File: src/include/hrw_pkg.sv
// Purpose: Constants for the hub remote wake indicator block
// Assumes: pclk at 20 MHz
// Notes: Register offsets are byte addresses on APB
package hrw_pkg;
   localparam int unsigned CLK_HZ = 20000000;
   // Timing figures in their own units
   localparam int unsigned FILTER_US = 100;
   localparam int unsigned WAKE_PULSE_MS = 14;
   localparam int unsigned FILTER_CYC = (CLK_HZ / 1000000) * FILTER_US;
   localparam int unsigned WAKE_PULSE_CYC = (CLK_HZ / 1000) * WAKE_PULSE_MS;
   localparam int unsigned CNT_W = 24;
   // Register map
   localparam logic [7:0] ADDR_CTRL = 8'h00;
   localparam logic [7:0] ADDR_STATUS = 8'h04;
   localparam logic [7:0] ADDR_RESUME_TIME = 8'h08;
   localparam logic [7:0] ADDR_WAKE_PORTS = 8'h0C;
   // Control field positions
   localparam int unsigned CTRL_MOD_RESUME = 0;
   localparam int unsigned CTRL_REMOTE_WAKE_EN = 1;
   localparam int unsigned CTRL_BC_EN = 2;
   localparam int unsigned CTRL_SUSPEND = 3;
   localparam int unsigned CTRL_HIGH_SPEED = 4;
   localparam logic [31:0] CTRL_RESET = 32'h0000_0000;
   localparam logic [CNT_W-1:0] RESUME_TIME_RESET = 24'h04_4AA0;
   localparam logic [31:0] UNMAPPED_READ = 32'h0000_0000;
   typedef enum logic [2:0]
   {
      ST_IDLE = 3'b001,
      ST_PULSE = 3'b010,
      ST_FINISH = 3'b100
   } hrw_state_e;
endpackage : hrw_pkg

File: src/hw/hrw_wake_indicator.sv
// Purpose: Upstream suspend/wake indication logic of a hub
// Assumes: Inputs synchronous to pclk; APB register access
// Notes: Mode select is loaded at reset release only
//
// Operation
// - Select bit 0 gives normal resume, 1 gives modified resume
// - Select bit loaded only at reset, never changed at run time
// - Host power high asserts D+ pull-up and enables normal operation
// - Wake indicator shows active or suspended state in both modes
// - Normal mode, power low: drop pull-up; without charging reset hub, ports off
// - Normal mode drives K upstream when protocol requires; the code blocks it during the indicator pulse in both modes
// - Modified mode drives K up and down, acts as controlling hub
// - Modified mode, power low: drop pull-up, keep ports powered, keep detecting
// - Resume event with wake enabled and status change drives indicator resume time
// - Disconnect, connect and device wake request are remote wake events
// - Downstream resume events filtered for about 100 us
// - Modified mode downstream wake: no upstream K, pulse indicator 14 ms
// - Controlling hub resumes only ports that signalled wake
// - Indicator pulse fires once per wake event, no repeats
// - Host K within 14 ms ends controlling role, resume other ports
// - No host K within 14 ms: stop K and end resume with EOP
// - Speed LED active high for strap 0, active low for strap 1
// - Speed LED asserted at high speed, negated at full speed
// - Strap pin sampled at reset release, held, selects config method
//
// Our own choices: the address map and the APB interface to the registers.
`timescale 1ns/10ps
module hrw_wake_indicator
   import hrw_pkg::*;
#(
   parameter int unsigned PORTS = 3,
   parameter int unsigned FILTER_CYCLES = FILTER_CYC,
   parameter int unsigned PULSE_CYCLES = WAKE_PULSE_CYC
)
(
   // Clock and reset
   input wire logic pclk,
   input wire logic presetn,
   // APB slave
   input wire logic psel,
   input wire logic penable,
   input wire logic pwrite,
   input wire logic [7:0] paddr,
   input wire logic [31:0] pwdata,
   output logic [31:0] prdata,
   output logic pready,
   output logic pslverr,
   // Boot configuration
   input wire logic cfg_mod_resume,
   input wire logic config_method_strap_bit1,
   // Upstream side
   input wire logic host_power_sense,
   input wire logic host_k_detect,
   input wire logic proto_k_request,
   output logic dp_pullup_en,
   output logic upstream_k_drive,
   output logic usb_func_en,
   output logic hub_logic_reset,
   output logic wake_indicator,
   // Downstream side
   input wire logic [PORTS-1:0] ds_connect_evt,
   input wire logic [PORTS-1:0] ds_disconnect_evt,
   input wire logic [PORTS-1:0] ds_wake_req,
   output logic [PORTS-1:0] ds_port_power_en,
   output logic [PORTS-1:0] ds_resume_drive,
   output logic ds_eop_request,
   // Status
   output logic config_method_sel,
   output logic speed_led_out,
   output logic speed_led_oe
);

////////////////////////////////////////////////////////////////////////
   logic mod_resume_reg;
   logic strap_reg;
   logic strap_taken_reg;
   logic [31:0] ctrl_reg;
   logic [CNT_W-1:0] resume_time_reg;
   logic [PORTS-1:0] wake_ports_reg;
   logic [PORTS-1:0] wake_ports_next;
   logic [CNT_W-1:0] filt_cnt_reg;
   logic [CNT_W-1:0] pulse_cnt_reg;
   logic [CNT_W-1:0] pulse_cnt_next;
   logic [PORTS-1:0] pend_reg;
   hrw_state_e state_reg;
   hrw_state_e state_next;
   logic [31:0] prdata_next;

////////////////////////////////////////////////////////////////////////
   // Bus decode
   wire bus_wr = psel && penable && pwrite;
   wire sel_ctrl = (paddr == ADDR_CTRL);
   wire sel_status = (paddr == ADDR_STATUS);
   wire sel_rtime = (paddr == ADDR_RESUME_TIME);
   wire sel_ports = (paddr == ADDR_WAKE_PORTS);
   wire mapped = sel_ctrl || sel_status || sel_rtime || sel_ports;
   wire rw_en = ctrl_reg[CTRL_REMOTE_WAKE_EN];
   wire bc_en = ctrl_reg[CTRL_BC_EN];
   wire suspended = ctrl_reg[CTRL_SUSPEND];
   wire high_speed = ctrl_reg[CTRL_HIGH_SPEED];
   wire host_on = host_power_sense;
   wire pulsing = (state_reg != ST_IDLE) && (state_reg == ST_PULSE);

   assign pready = 1'b1;
   assign pslverr = psel && penable && !mapped;

   // Event sources per port
   wire [PORTS-1:0] raw_evt = ds_connect_evt | ds_disconnect_evt | ds_wake_req;
   wire any_raw = |raw_evt;
   wire filt_done = (filt_cnt_reg == CNT_W'(FILTER_CYCLES));
   wire wake_fire = filt_done && rw_en && (state_reg == ST_IDLE);
   // Count starts at zero, so the last held cycle is one short of the length
   wire pulse_len_end = mod_resume_reg ? (pulse_cnt_reg == CNT_W'(PULSE_CYCLES - 1))
                                       : (pulse_cnt_reg == resume_time_reg - CNT_W'(1));
   wire host_took_over = (state_reg == ST_PULSE) && host_on && host_k_detect;

////////////////////////////////////////////////////////////////////////
   // Boot mode and strap, caught once after release
   always_ff @(posedge pclk or negedge presetn)
   begin
      if (!presetn)
      begin
         mod_resume_reg <= 1'b0;
         strap_reg <= 1'b0;
         strap_taken_reg <= 1'b0;
      end
      else if (!strap_taken_reg)
      begin
         mod_resume_reg <= cfg_mod_resume;
         strap_reg <= config_method_strap_bit1;
         strap_taken_reg <= 1'b1;
      end
   end

   // Software registers; CTRL mode bit is stored as written, the mode itself comes from cfg_mod_resume
   always_ff @(posedge pclk or negedge presetn)
   begin
      if (!presetn)
      begin
         ctrl_reg <= CTRL_RESET;
         resume_time_reg <= RESUME_TIME_RESET;
      end
      else if (bus_wr && sel_ctrl)
         ctrl_reg <= pwdata;
      else if (bus_wr && sel_rtime)
         resume_time_reg <= pwdata[CNT_W-1:0];
   end

   // Filter: event must stand the whole window
   always_ff @(posedge pclk or negedge presetn)
   begin
      if (!presetn)
         filt_cnt_reg <= '0;
      else if (!any_raw || filt_done)
         filt_cnt_reg <= '0;
      else
         filt_cnt_reg <= filt_cnt_reg + CNT_W'(1);
   end

////////////////////////////////////////////////////////////////////////
   // Sequence of one wake pulse
   always_comb
   begin
      state_next = state_reg;
      pulse_cnt_next = pulse_cnt_reg + CNT_W'(1);
      wake_ports_next = wake_ports_reg;
      unique case (state_reg)
         ST_IDLE:
         begin
            pulse_cnt_next = '0;
            if (wake_fire)
            begin
               state_next = ST_PULSE;
               wake_ports_next = pend_reg | raw_evt;
            end
         end
         ST_PULSE:
         begin
            if (host_took_over)
            begin
               state_next = ST_IDLE;
               wake_ports_next = '0;
            end
            else if (pulse_len_end)
               state_next = ST_FINISH;
         end
         ST_FINISH:
         begin
            state_next = ST_IDLE;
            wake_ports_next = '0;
         end
         default:
            state_next = ST_IDLE;
      endcase
   end

   always_ff @(posedge pclk or negedge presetn)
   begin
      if (!presetn)
      begin
         state_reg <= ST_IDLE;
         pulse_cnt_reg <= '0;
         wake_ports_reg <= '0;
         pend_reg <= '0;
      end
      else
      begin
         state_reg <= state_next;
         pulse_cnt_reg <= pulse_cnt_next;
         wake_ports_reg <= wake_ports_next;
         pend_reg <= (state_reg == ST_IDLE) && !wake_fire && any_raw ? (pend_reg | raw_evt) : '0;
      end
   end

////////////////////////////////////////////////////////////////////////
   // Link outputs, all registered
   wire normal_reset = !mod_resume_reg && !host_on && !bc_en;
   wire k_allowed = host_on && proto_k_request && !pulsing;
   wire [PORTS-1:0] ds_resume_next = host_took_over ? ~wake_ports_reg
                                   : (mod_resume_reg && pulsing ? wake_ports_reg : '0);
   wire speed_level = high_speed && host_on;

   always_ff @(posedge pclk or negedge presetn)
   begin
      if (!presetn)
      begin
         dp_pullup_en <= 1'b0;
         usb_func_en <= 1'b0;
         hub_logic_reset <= 1'b0;
         upstream_k_drive <= 1'b0;
         ds_port_power_en <= '0;
         ds_resume_drive <= '0;
         ds_eop_request <= 1'b0;
         wake_indicator <= 1'b0;
         speed_led_out <= 1'b0;
      end
      else
      begin
         dp_pullup_en <= host_on;
         usb_func_en <= host_on;
         hub_logic_reset <= normal_reset;
         upstream_k_drive <= k_allowed;
         ds_port_power_en <= normal_reset ? '0 : {PORTS{1'b1}};
         ds_resume_drive <= ds_resume_next;
         ds_eop_request <= (state_reg == ST_FINISH) && mod_resume_reg;
         wake_indicator <= (state_next == ST_PULSE) || (suspended && state_next != ST_FINISH);
         speed_led_out <= speed_level ^ strap_reg;
      end
   end

   assign speed_led_oe = strap_taken_reg;
   assign config_method_sel = strap_reg;

////////////////////////////////////////////////////////////////////////
   // Read mux
   assign prdata_next = sel_ctrl ? ctrl_reg
                      : sel_status ? {24'h00_0000, 1'b0, state_reg, strap_reg, mod_resume_reg, host_on, pulsing}
                      : sel_rtime ? {8'h00, resume_time_reg}
                      : sel_ports ? 32'(wake_ports_reg)
                      : UNMAPPED_READ;

   always_ff @(posedge pclk or negedge presetn)
   begin
      if (!presetn)
         prdata <= '0;
      else if (psel && !penable && !pwrite)
         prdata <= prdata_next;
   end

////////////////////////////////////////////////////////////////////////
   // Assertions
   // Mode, strap and power
   a_mode_frozen: assert property (@(posedge pclk) disable iff (!presetn)
      strap_taken_reg |=> $stable(mod_resume_reg))
      else $error("mode bit changed");
   a_mode_caught: assert property (@(posedge pclk) disable iff (!presetn)
      $rose(strap_taken_reg) |-> mod_resume_reg == $past(cfg_mod_resume))
      else $error("mode bit not captured");
   a_strap_caught: assert property (@(posedge pclk) disable iff (!presetn)
      $rose(strap_taken_reg) |-> strap_reg == $past(config_method_strap_bit1))
      else $error("strap not captured");
   a_strap_held: assert property (@(posedge pclk) disable iff (!presetn)
      strap_taken_reg |=> $stable(strap_reg) && config_method_sel == strap_reg)
      else $error("strap not held");
   a_led_polarity: assert property (@(posedge pclk) disable iff (!presetn)
      strap_taken_reg |=> speed_led_out == ($past(speed_level) ^ strap_reg))
      else $error("led polarity");
   a_led_level: assert property (@(posedge pclk) disable iff (!presetn)
      strap_taken_reg && !host_on |=> speed_led_out == strap_reg)
      else $error("led not negated");
   a_pullup_follows: assert property (@(posedge pclk) disable iff (!presetn)
      strap_taken_reg && host_on |=> dp_pullup_en)
      else $error("pull-up not asserted");
   a_pullup_drops: assert property (@(posedge pclk) disable iff (!presetn)
      !host_on |=> !dp_pullup_en)
      else $error("pull-up not negated");
   a_func_on: assert property (@(posedge pclk) disable iff (!presetn)
      strap_taken_reg && host_on |=> usb_func_en)
      else $error("function not enabled");
   a_func_off: assert property (@(posedge pclk) disable iff (!presetn)
      !host_on |=> !usb_func_en)
      else $error("function not disabled");
   a_ports_normal_on: assert property (@(posedge pclk) disable iff (!presetn)
      strap_taken_reg && !mod_resume_reg && host_on |=> &ds_port_power_en)
      else $error("ports off with power");
   a_mod_no_reset: assert property (@(posedge pclk) disable iff (!presetn)
      mod_resume_reg && strap_taken_reg |=> !hub_logic_reset && (&ds_port_power_en))
      else $error("modified mode reset hub");
   a_norm_reset: assert property (@(posedge pclk) disable iff (!presetn)
      strap_taken_reg && !mod_resume_reg && !host_on && !bc_en |=> hub_logic_reset && ds_port_power_en == '0)
      else $error("normal mode did not reset");

   // Wake sequence
   a_filter_hold: assert property (@(posedge pclk) disable iff (!presetn)
      $rose(any_raw) && state_reg == ST_IDLE |=> state_reg == ST_IDLE)
      else $error("no filtering");
   a_filter_min: assert property (@(posedge pclk) disable iff (!presetn)
      state_reg == ST_IDLE && filt_cnt_reg != CNT_W'(FILTER_CYCLES) |=> state_reg == ST_IDLE)
      else $error("wake before filter");
   a_wake_needs_en: assert property (@(posedge pclk) disable iff (!presetn)
      state_reg == ST_IDLE && !rw_en |=> state_reg == ST_IDLE)
      else $error("wake while disabled");
   a_pulse_starts: assert property (@(posedge pclk) disable iff (!presetn)
      wake_fire |=> wake_indicator)
      else $error("indicator not driven");
   a_pulse_held: assert property (@(posedge pclk) disable iff (!presetn)
      state_reg == ST_PULSE && !pulse_len_end && !host_took_over |=> wake_indicator)
      else $error("indicator dropped early");
   a_pulse_ends: assert property (@(posedge pclk) disable iff (!presetn)
      state_reg == ST_PULSE && pulse_len_end && !host_took_over |=> !wake_indicator && state_reg == ST_FINISH)
      else $error("indicator not ended");
   a_len_mod: assert property (@(posedge pclk) disable iff (!presetn)
      mod_resume_reg && state_reg == ST_PULSE && pulse_cnt_reg < CNT_W'(PULSE_CYCLES - 1) && !host_took_over
      |=> state_reg == ST_PULSE) else $error("fixed pulse cut short");
   a_len_normal: assert property (@(posedge pclk) disable iff (!presetn)
      !mod_resume_reg && state_reg == ST_PULSE && pulse_cnt_reg + CNT_W'(1) < resume_time_reg && !host_took_over
      |=> state_reg == ST_PULSE) else $error("resume pulse cut short");
   a_finish_idle: assert property (@(posedge pclk) disable iff (!presetn)
      state_reg == ST_FINISH |=> state_reg == ST_IDLE)
      else $error("finish not left");
   a_eop_once: assert property (@(posedge pclk) disable iff (!presetn)
      ds_eop_request |=> !ds_eop_request)
      else $error("eop repeated");
   a_finish_eop: assert property (@(posedge pclk) disable iff (!presetn)
      state_reg == ST_FINISH && mod_resume_reg |=> ds_eop_request)
      else $error("eop missing");
   a_no_eop_normal: assert property (@(posedge pclk) disable iff (!presetn)
      strap_taken_reg && !mod_resume_reg |=> !ds_eop_request)
      else $error("eop in normal mode");
   a_takeover_idle: assert property (@(posedge pclk) disable iff (!presetn)
      host_took_over |=> state_reg == ST_IDLE)
      else $error("host K ignored");

   // Link outputs
   a_resume_sel: assert property (@(posedge pclk) disable iff (!presetn)
      mod_resume_reg && state_reg == ST_PULSE && !host_took_over |=> ds_resume_drive == $past(wake_ports_reg))
      else $error("resume on wrong ports");
   a_takeover_ports: assert property (@(posedge pclk) disable iff (!presetn)
      host_took_over |=> ds_resume_drive == ~$past(wake_ports_reg))
      else $error("other ports not resumed");
   a_no_k_pulse: assert property (@(posedge pclk) disable iff (!presetn)
      state_reg == ST_PULSE |=> !upstream_k_drive)
      else $error("K upstream during pulse");
   a_k_follows: assert property (@(posedge pclk) disable iff (!presetn)
      strap_taken_reg && host_on && proto_k_request && state_reg == ST_IDLE |=> upstream_k_drive)
      else $error("K not driven");
   a_k_needs_power: assert property (@(posedge pclk) disable iff (!presetn)
      !host_on |=> !upstream_k_drive)
      else $error("K into unpowered host");
   a_suspend_shown: assert property (@(posedge pclk) disable iff (!presetn)
      suspended && state_reg == ST_IDLE && !wake_fire |=> wake_indicator)
      else $error("suspend not shown");
   a_active_shown: assert property (@(posedge pclk) disable iff (!presetn)
      !suspended && state_reg == ST_IDLE && !wake_fire |=> !wake_indicator)
      else $error("active not shown");

   c_wake: cover property (@(posedge pclk) disable iff (!presetn) wake_fire);
   c_normal_pulse: cover property (@(posedge pclk) disable iff (!presetn) wake_fire && !mod_resume_reg);
   c_host_k: cover property (@(posedge pclk) disable iff (!presetn) host_took_over);
   c_timeout: cover property (@(posedge pclk) disable iff (!presetn) ds_eop_request);
   c_hs_led: cover property (@(posedge pclk) disable iff (!presetn) speed_level);
endmodule : hrw_wake_indicator

File: config.mk
export PLATFORM = sky130hd
export DESIGN_NAME = hrw_wake_indicator
export DESIGN_NICKNAME = d
export VERILOG_FILES = /design/src/include/hrw_pkg.sv /design/src/hw/hrw_wake_indicator.sv
export SDC_FILE = /design/constraint.sdc
export NUM_CORES = 1
export LEC_CHECK = 0
export ABC_AREA = 1
export BUFFER_PORTS_ARGS = -buffer_cell sky130_fd_sc_hd__buf_2
export CAP_MARGIN = 20
export CORE_ASPECT_RATIO = 0.5
export CORE_MARGIN = 2
export CORE_UTILIZATION = 43
export CTS_CLUSTER_SIZE = 16
export DETAILED_ROUTE_END_ITERATION = 8
export PLACE_DENSITY = 0.72
export SLEW_MARGIN = 30
export SYNTH_ARGS = -nofsm -noshare
export SYNTH_HDL_FRONTEND = slang
export SYNTH_SLANG_ARGS = --single-unit
File: constraint.sdc
create_clock -name pclk -period 2.8 [get_ports pclk]
set_clock_uncertainty 0.05 [all_clocks]
set_input_delay 0.28 -clock pclk [delete_from_list [all_inputs] [get_ports pclk]]
set_output_delay 0.28 -clock pclk [all_outputs]
set_load 0.01 [all_outputs]
==> impl_metrics.ini, run 1 <==
[place]
place_ws_ns = 0.455
numPortBuffers = 106
place_area_um2 = 9090
place.gp.congestion = 0.917
dp_hpwl_um = 15600

[sta]
setup_viol = 0
hold_viol_final = 0
slew_headroom = 0.525
period_minus_slack_ns = 2.37
min_period_over_period = 0.846
rsz0062_at_grt = no
fin_setup_tns_ns = 0
timing.fmax_mhz = 422
drv_slew = 0
worst_slack_ns = 0.430
tightest_slew_ns = 0.710

[floorplan]
ios = 108
initial_core_util = 0.445
die_w_um = 200
die_y_um = 102
core_um2 = 18600
dieArea_um2 = 20400
rows = 35

[clock_tree]
clkLatencyLatePin_ns = 0.44
cts.sinks = 158
htreeDepth = 4
cts_setup_buffers = 0
cts_tree = done
cts_buffer_depth = 2
clkTransAtPathRegs_ns = 0.08
cts-buffers-inserted = 17
holdBufCountCts = 2
clock-root-buffer = clkbuf_16
ctsResizeCount = 0

[critical_path]
required_ns = 3.06
max_stage_delay_ns = 0.43
worstPathArrival_ns = 2.63
path_cells = inv_2, ha_1, nand2_1, nor2_1, nand3_1, nand3_1, nand2_1, nand2_1, nand2_1, nor2_1, nand3_1, nor2_2, nand3_1, nand2_1, nand3_1
critPathKind = reg -> reg
path_buf_inv = 1
startpoint_type = flip-flop
worstPathMaxFanout = 6
slowest_stage = dfrtp_1
worst_path_dominant_cell_family = simple AND/OR/NAND/NOR gates
critPathCaptureType = flip-flop

[yosys]
seq_area_frac_synth = 0.479
synth_top_area_frac = 0.457
syn_avg_cell_area_um2 = 8.01
yosysWarnings = 0
synth_edf_count = 0
synth_seq_cells = 158
async_flop_share = 1.00
synth.most_common_cell = nand2_1
syn_inst = 1033
yosys.area.top_type = dfrtp_1
ys.flop_type = dfrtp_1
synth_area_um2 = 8270
synth_common_cells = nand2_1 (238), dfrtp_1 (151), inv_1 (125)
yosys-top-cells-area = dfrtp_1 (46%), nand2_1 (11%), inv_1 (5.7%)
netlist-cell-type-count = 46

[global_routing]
grt_max_degree = 64
antenna_found_initial = 0
grt_pass1_vias = 7053
track_usage = 0.217
grt_pass1_wl_um = 35300
overflow = 0

[layout]
area_growth_pct = 17.1
final_area_um2 = 9690
num-fill-cells = 1727
drive_gt1_frac = 0.186
fin_nets = 1203
antennaDiodeCount = 0

[status]
status = finished clean

[route]
drt-initial-drc-count = 522
viasPerCell = 5.29
wl_um = 21300
drc = 0
dr.pass1.iters = 5
wl_per_cell_um = 15.1
vias = 7475
final_antenna_net_count = 0

[power_and_ir_drop]
p_leak_nw = 4.73
peakVddDrop_v = 0.000486
p_per_area_nw_per_um2 = 561
p_total_mw = 5.44

[job]
drv_cap = 0

[hold_path]
hold_class = in -> reg
per-layer routing:
layer | GRT usage | share of wire | wire length (um) | up-vias
met1 | 0.301 | 0.46 | 9830 | 3599
li1 | - | - | - | 3626
met3 | 0.0338 | 0.050 | 1060 | 34
met4 | 0.0718 | 0.018 | 391 | 0
met2 | 0.355 | 0.47 | 9980 | 216
met5 | 0 | 0 | 0 | -
path summary, 6_finish.rpt:
check	start	to	slack (ns)	cells after the start
setup / recovery	resume_time_reg[0]	wake_indicator	0.43	15
hold / removal	proto_k_request	upstream_k_drive	0.01	3
setup reg to reg	resume_time_reg[0]	wake_indicator	0.43	15
hold reg to reg	prdata[30]	prdata[30]	0.43	2
max in group asynchronous	presetn	resume_time_reg[18]	1.57	3
min in group asynchronous	presetn	filt_cnt_reg[14]	0.36	2
area by class of cell:
class | instances | area (um2) | share of cell area
Tap cell | 259 | 324 | 0.0334
Clock buffer | 18 | 429 | 0.0443
Timing Repair Buffer | 122 | 674 | 0.0696
Sequential cell | 158 | 3960 | 0.409
Multi-Input combinational cell | 712 | 3660 | 0.378
Clock inverter | 14 | 149 | 0.0154
Inverter | 129 | 484 | 0.0500
stage by stage:
| stage | utilization | std cells | hold WS [ns] |
|---|---|---|---|
| after floorplan | - | 1034 | -0.0656 |
| after global placement | 0.488 | 1378 | 0.258 |
| after detailed placement | 0.488 | 1378 | 0.265 |
| after CTS | 0.521 | 1412 | 0.00479 |
| after global routing | 0.521 | 1412 | 0.0132 |
| final | 0.521 | 1412 | 0.0108 |
report_power, final:
group          internal, mW  switching (mW)  leakage, nW
Sequential             2.39          0.0893         2.09
Combinational         0.262           0.416         2.36
Clock                  1.19            1.09        0.275
Total                  3.85            1.59         4.73
cell families after synthesis:
kind of cell | synth area share
and+or+nand+nor | 0.302
AOI/OAI and AO/OA | 0.114
adders and majority gates | 0.00605
other | 0.000453
DFF | 0.479
xor gates and xnor gates | 0.00847
buffers and inverters | 0.0797
muxes | 0.0109
cells in the final DEF (no fill, tap or decap), types with 3 or more instances in the layout:
cell and count:
nand2_4 4, a2bb2oi_1 17, o31ai_1 3, inv_2 3
buf_4 13, nand2_2 6, nor2_2 16, and3_1 3
nor2_1 87, a31oi_1 3, o21ai_0 73, dfrtp_1 151
xor2_1 8, nand2_1 237, nor4_1 10, a221oi_1 5
clkbuf_16 17, o21ai_1 3, clkinvlp_4 3, inv_8 6
nor3b_1 7, nand4_1 34, inv_1 125, nand3_1 75
nor3_2 5, a21oi_1 43, inv_6 3, o22ai_1 6
buf_2 105, nor3_1 32, ha_1 4, mux2_2 8
o21a_1 3, dfstp_2 7
worst reg2reg max path, stage by stage (launching register included):
cell	delay, ns
dfrtp_1	0.43
inv_2	0.15
ha_1	0.31
nand2_1	0.14
nor2_1	0.17
nand3_1	0.13
nand3_1	0.10
nand2_1	0.05
nand2_1	0.07
nand2_1	0.05
nor2_1	0.09
nand3_1	0.09
nor2_2	0.17
nand3_1	0.11
nand2_1	0.07
nand3_1	0.06
Power figures use the tool's default switching activity.
==> inputs of run 2 (changes only) <==
ABC_AREA = 0   (was 1)
clock period = 2.3 ns   (was 2.8 ns; I/O delays follow)
==> run 2 against run 1 <==
The run now ends with negative setup slack left. Sequential share of layout area shrank 3.3 points. Cell count is 9.1% lower. Critical path type unchanged. Largest cell class is now multi-input gates. Design area increased by 8.9%. Register-to-register slack got worse by 1.2 ns. Clock power grew 23%. Combinational power up 50%. Maximum frequency down 23%.
==> impl_metrics.ini, run 2 <==
[critical_path]
path_cells = inv_4, ha_4, or4b_4, or4_4, a21oi_4, o221ai_2, nor3_2, or4b_1, or3b_4, nor4_4
worst_path_dominant_cell_family = simple AND/OR/NAND/NOR gates
r2r-start = resume_time_reg[0]
r2r_slack_ns = -0.80
r2r-end = state_reg[2]
critPathKind = reg -> reg
startpoint_type = flip-flop
slowest_stage = or4b_4
worstPathArrival_ns = 3.39
required_ns = 2.59
critPathCaptureType = flip-flop
path_buf_inv = 1
max_stage_delay_ns = 0.48
reg2regPathDepth = 10
worstPathMaxFanout = 4
crit_path_start = resume_time_reg[0]

[clock_tree]
clkLatencyLatePin_ns = 0.43
htreeDepth = 4
clkTransAtPathRegs_ns = 0.07
cts.sinks = 158
cts_tree = done
clock-root-buffer = clkbuf_16
cts_buffer_depth = 2
cts-buffers-inserted = 17

[global_routing]
grt_max_degree = 50
grt_pass1_vias = 6770
grt_pass1_wl_um = 34400
overflow = 0
antenna_found_initial = 0
track_usage = 0.221

[layout]
final_common_cell = dfrtp_1
antennaDiodeCount = 0
fin_nets = 1076
drive_gt1_frac = 0.334
area_growth_pct = 30.1
final_cell_mix = dfrtp_1 (151), nor2_1 (130), buf_2 (105)

[floorplan]
ios = 108
dieArea_um2 = 20000
core_um2 = 18400
rows = 35
die_w_um = 198
initial_core_util = 0.440
die_y_um = 101

[yosys]
async_flop_share = 1.00
yosys-top-cells-area = dfrtp_1 (47%), mux2_2 (8.1%), nor2_1 (6.1%)
syn_inst = 810
synth.most_common_cell = dfrtp_1
synth_area_um2 = 8110
syn_avg_cell_area_um2 = 10.0
yosysWarnings = 0
netlist-cell-type-count = 71
seq_area_frac_synth = 0.489
synth_common_cells = dfrtp_1 (151), nor2_1 (131), nand2_1 (68)
ys.flop_type = dfrtp_1
synth_top_area_frac = 0.466
synth_edf_count = 0
yosys.area.top_type = dfrtp_1
synth_seq_cells = 158

[hold_path]
hold_class = in -> reg
hold_path_end = ctrl_reg[18]
whs_path_depth = 2
worstHoldStart = pwdata[18]

[power_and_ir_drop]
p_total_mw = 6.87
peakVddDrop_v = 0.000543
p_per_area_nw_per_um2 = 652
p_leak_nw = 5.04

[sta]
rsz0062_at_grt = yes
slew_headroom = 0.488
setup_viol = 3
tightest_slew_ns = 0.766
period_minus_slack_ns = 3.10
worst_slack_ns = -0.798
timing.fmax_mhz = 323
drv_slew = 0
hold_ws_ns = 0.00966
min_period_over_period = 1.35
hold_viol_final = 0

[route]
drc = 0
vias = 6860
final_antenna_net_count = 0
wl_per_cell_um = 16.5
drt-initial-drc-count = 328
viasPerCell = 5.34
wl_um = 21200
dr.pass1.iters = 5

[place]
numPortBuffers = 106
dp_hpwl_um = 15500
place.gp.congestion = 0.900

[status]
failed_checks = negative setup slack
status = finished, violations left

[job]
drv_cap = 0
run 2: changes by cell type after synthesis, moves of 17 or more:
cell / change
clkbuf_1: +17
nand4_1: -20
xnor2_1: +29
o21ai_0: -45
inv_1: -107
mux2_2: +50
a21oi_1: -24
xor2_1: +17
nand2_1: -170
nand3_1: -52
nor2_1: +44
run 2: cells by family after synthesis:
kind of cell    after synthesis  synth area share
xor+xnor                     60            0.0755
buf+inv                      64            0.0336
flops                       158             0.489
other cells                   1          0.000463
compound gates              112            0.0977
mux                          65            0.0892
simple gates                346             0.209
fa+ha+maj                     4           0.00617
run 2: layout make-up:
type / count / area, um2
well taps: 259 / 324
repair buffers: 229 / 1560
inverters: 18 / 70.1
clock buffers: 22 / 474
multi-input cells: 589 / 4050
fillers: 1588 / 7890
clock inverters: 9 / 109
flip-flops and latches: 158 / 3960
run 2: through the flow:
stage          std cells  worst slack (ns)  setup TNS, ns  utilization  area (um2)
2_1_floorplan        811            -0.727          -1.50            -        8160
3_3_place_gp        1232            -0.712          -1.98        0.522        9630
3_5_place_dp        1232            -0.777          -2.16        0.522        9630
4_1_cts             1284            -0.788          -2.07        0.568       10500
5_1_grt             1284            -0.889          -2.50        0.572       10500
6_report            1284            -0.798          -2.15        0.572       10500
run 2: repair_timing:
action / CTS / global route
pin swaps: 5 / 2
buffers inserted: 4 / 0
resized for setup: 14 / 12
hold buffers: 18 / 0
endpoints found under the hold margin: 59 / 0
cloned: 0 / 0
setup endpoints to repair: 3 / 8
run 2: metal layers:
| metal | up-vias | track usage | part of all wire | routed length, um |
|---|---|---|---|---|
| met2 | 167 | 0.358 | 0.48 | 10100 |
| met1 | 3391 | 0.305 | 0.46 | 9810 |
| met4 | 0 | 0.0665 | 0.013 | 274 |
| met5 | - | 0 | 0 | 0 |
| met3 | 25 | 0.0412 | 0.048 | 1030 |
| li1 | 3277 | - | - | - |
run 2: how the worst max path moves through the flow:
stage          cells past startpoint            to  slack (ns)
2_1_floorplan                     11  state_reg[2]       -0.73
3_3_place_gp                      10  state_reg[2]       -0.71
3_5_place_dp                      10  state_reg[2]       -0.78
4_1_cts                           10  state_reg[2]       -0.79
5_1_grt                           10  state_reg[2]       -0.89
6_report                          10  state_reg[2]       -0.80
run 2: power by group:
group / leakage (nW) / internal [mW] / switching [mW] / total [mW]
combinational: 2.66 / 0.483 / 0.538 / 1.02
clock: 0.286 / 1.68 / 1.13 / 2.81
sequential: 2.09 / 2.93 / 0.118 / 3.05
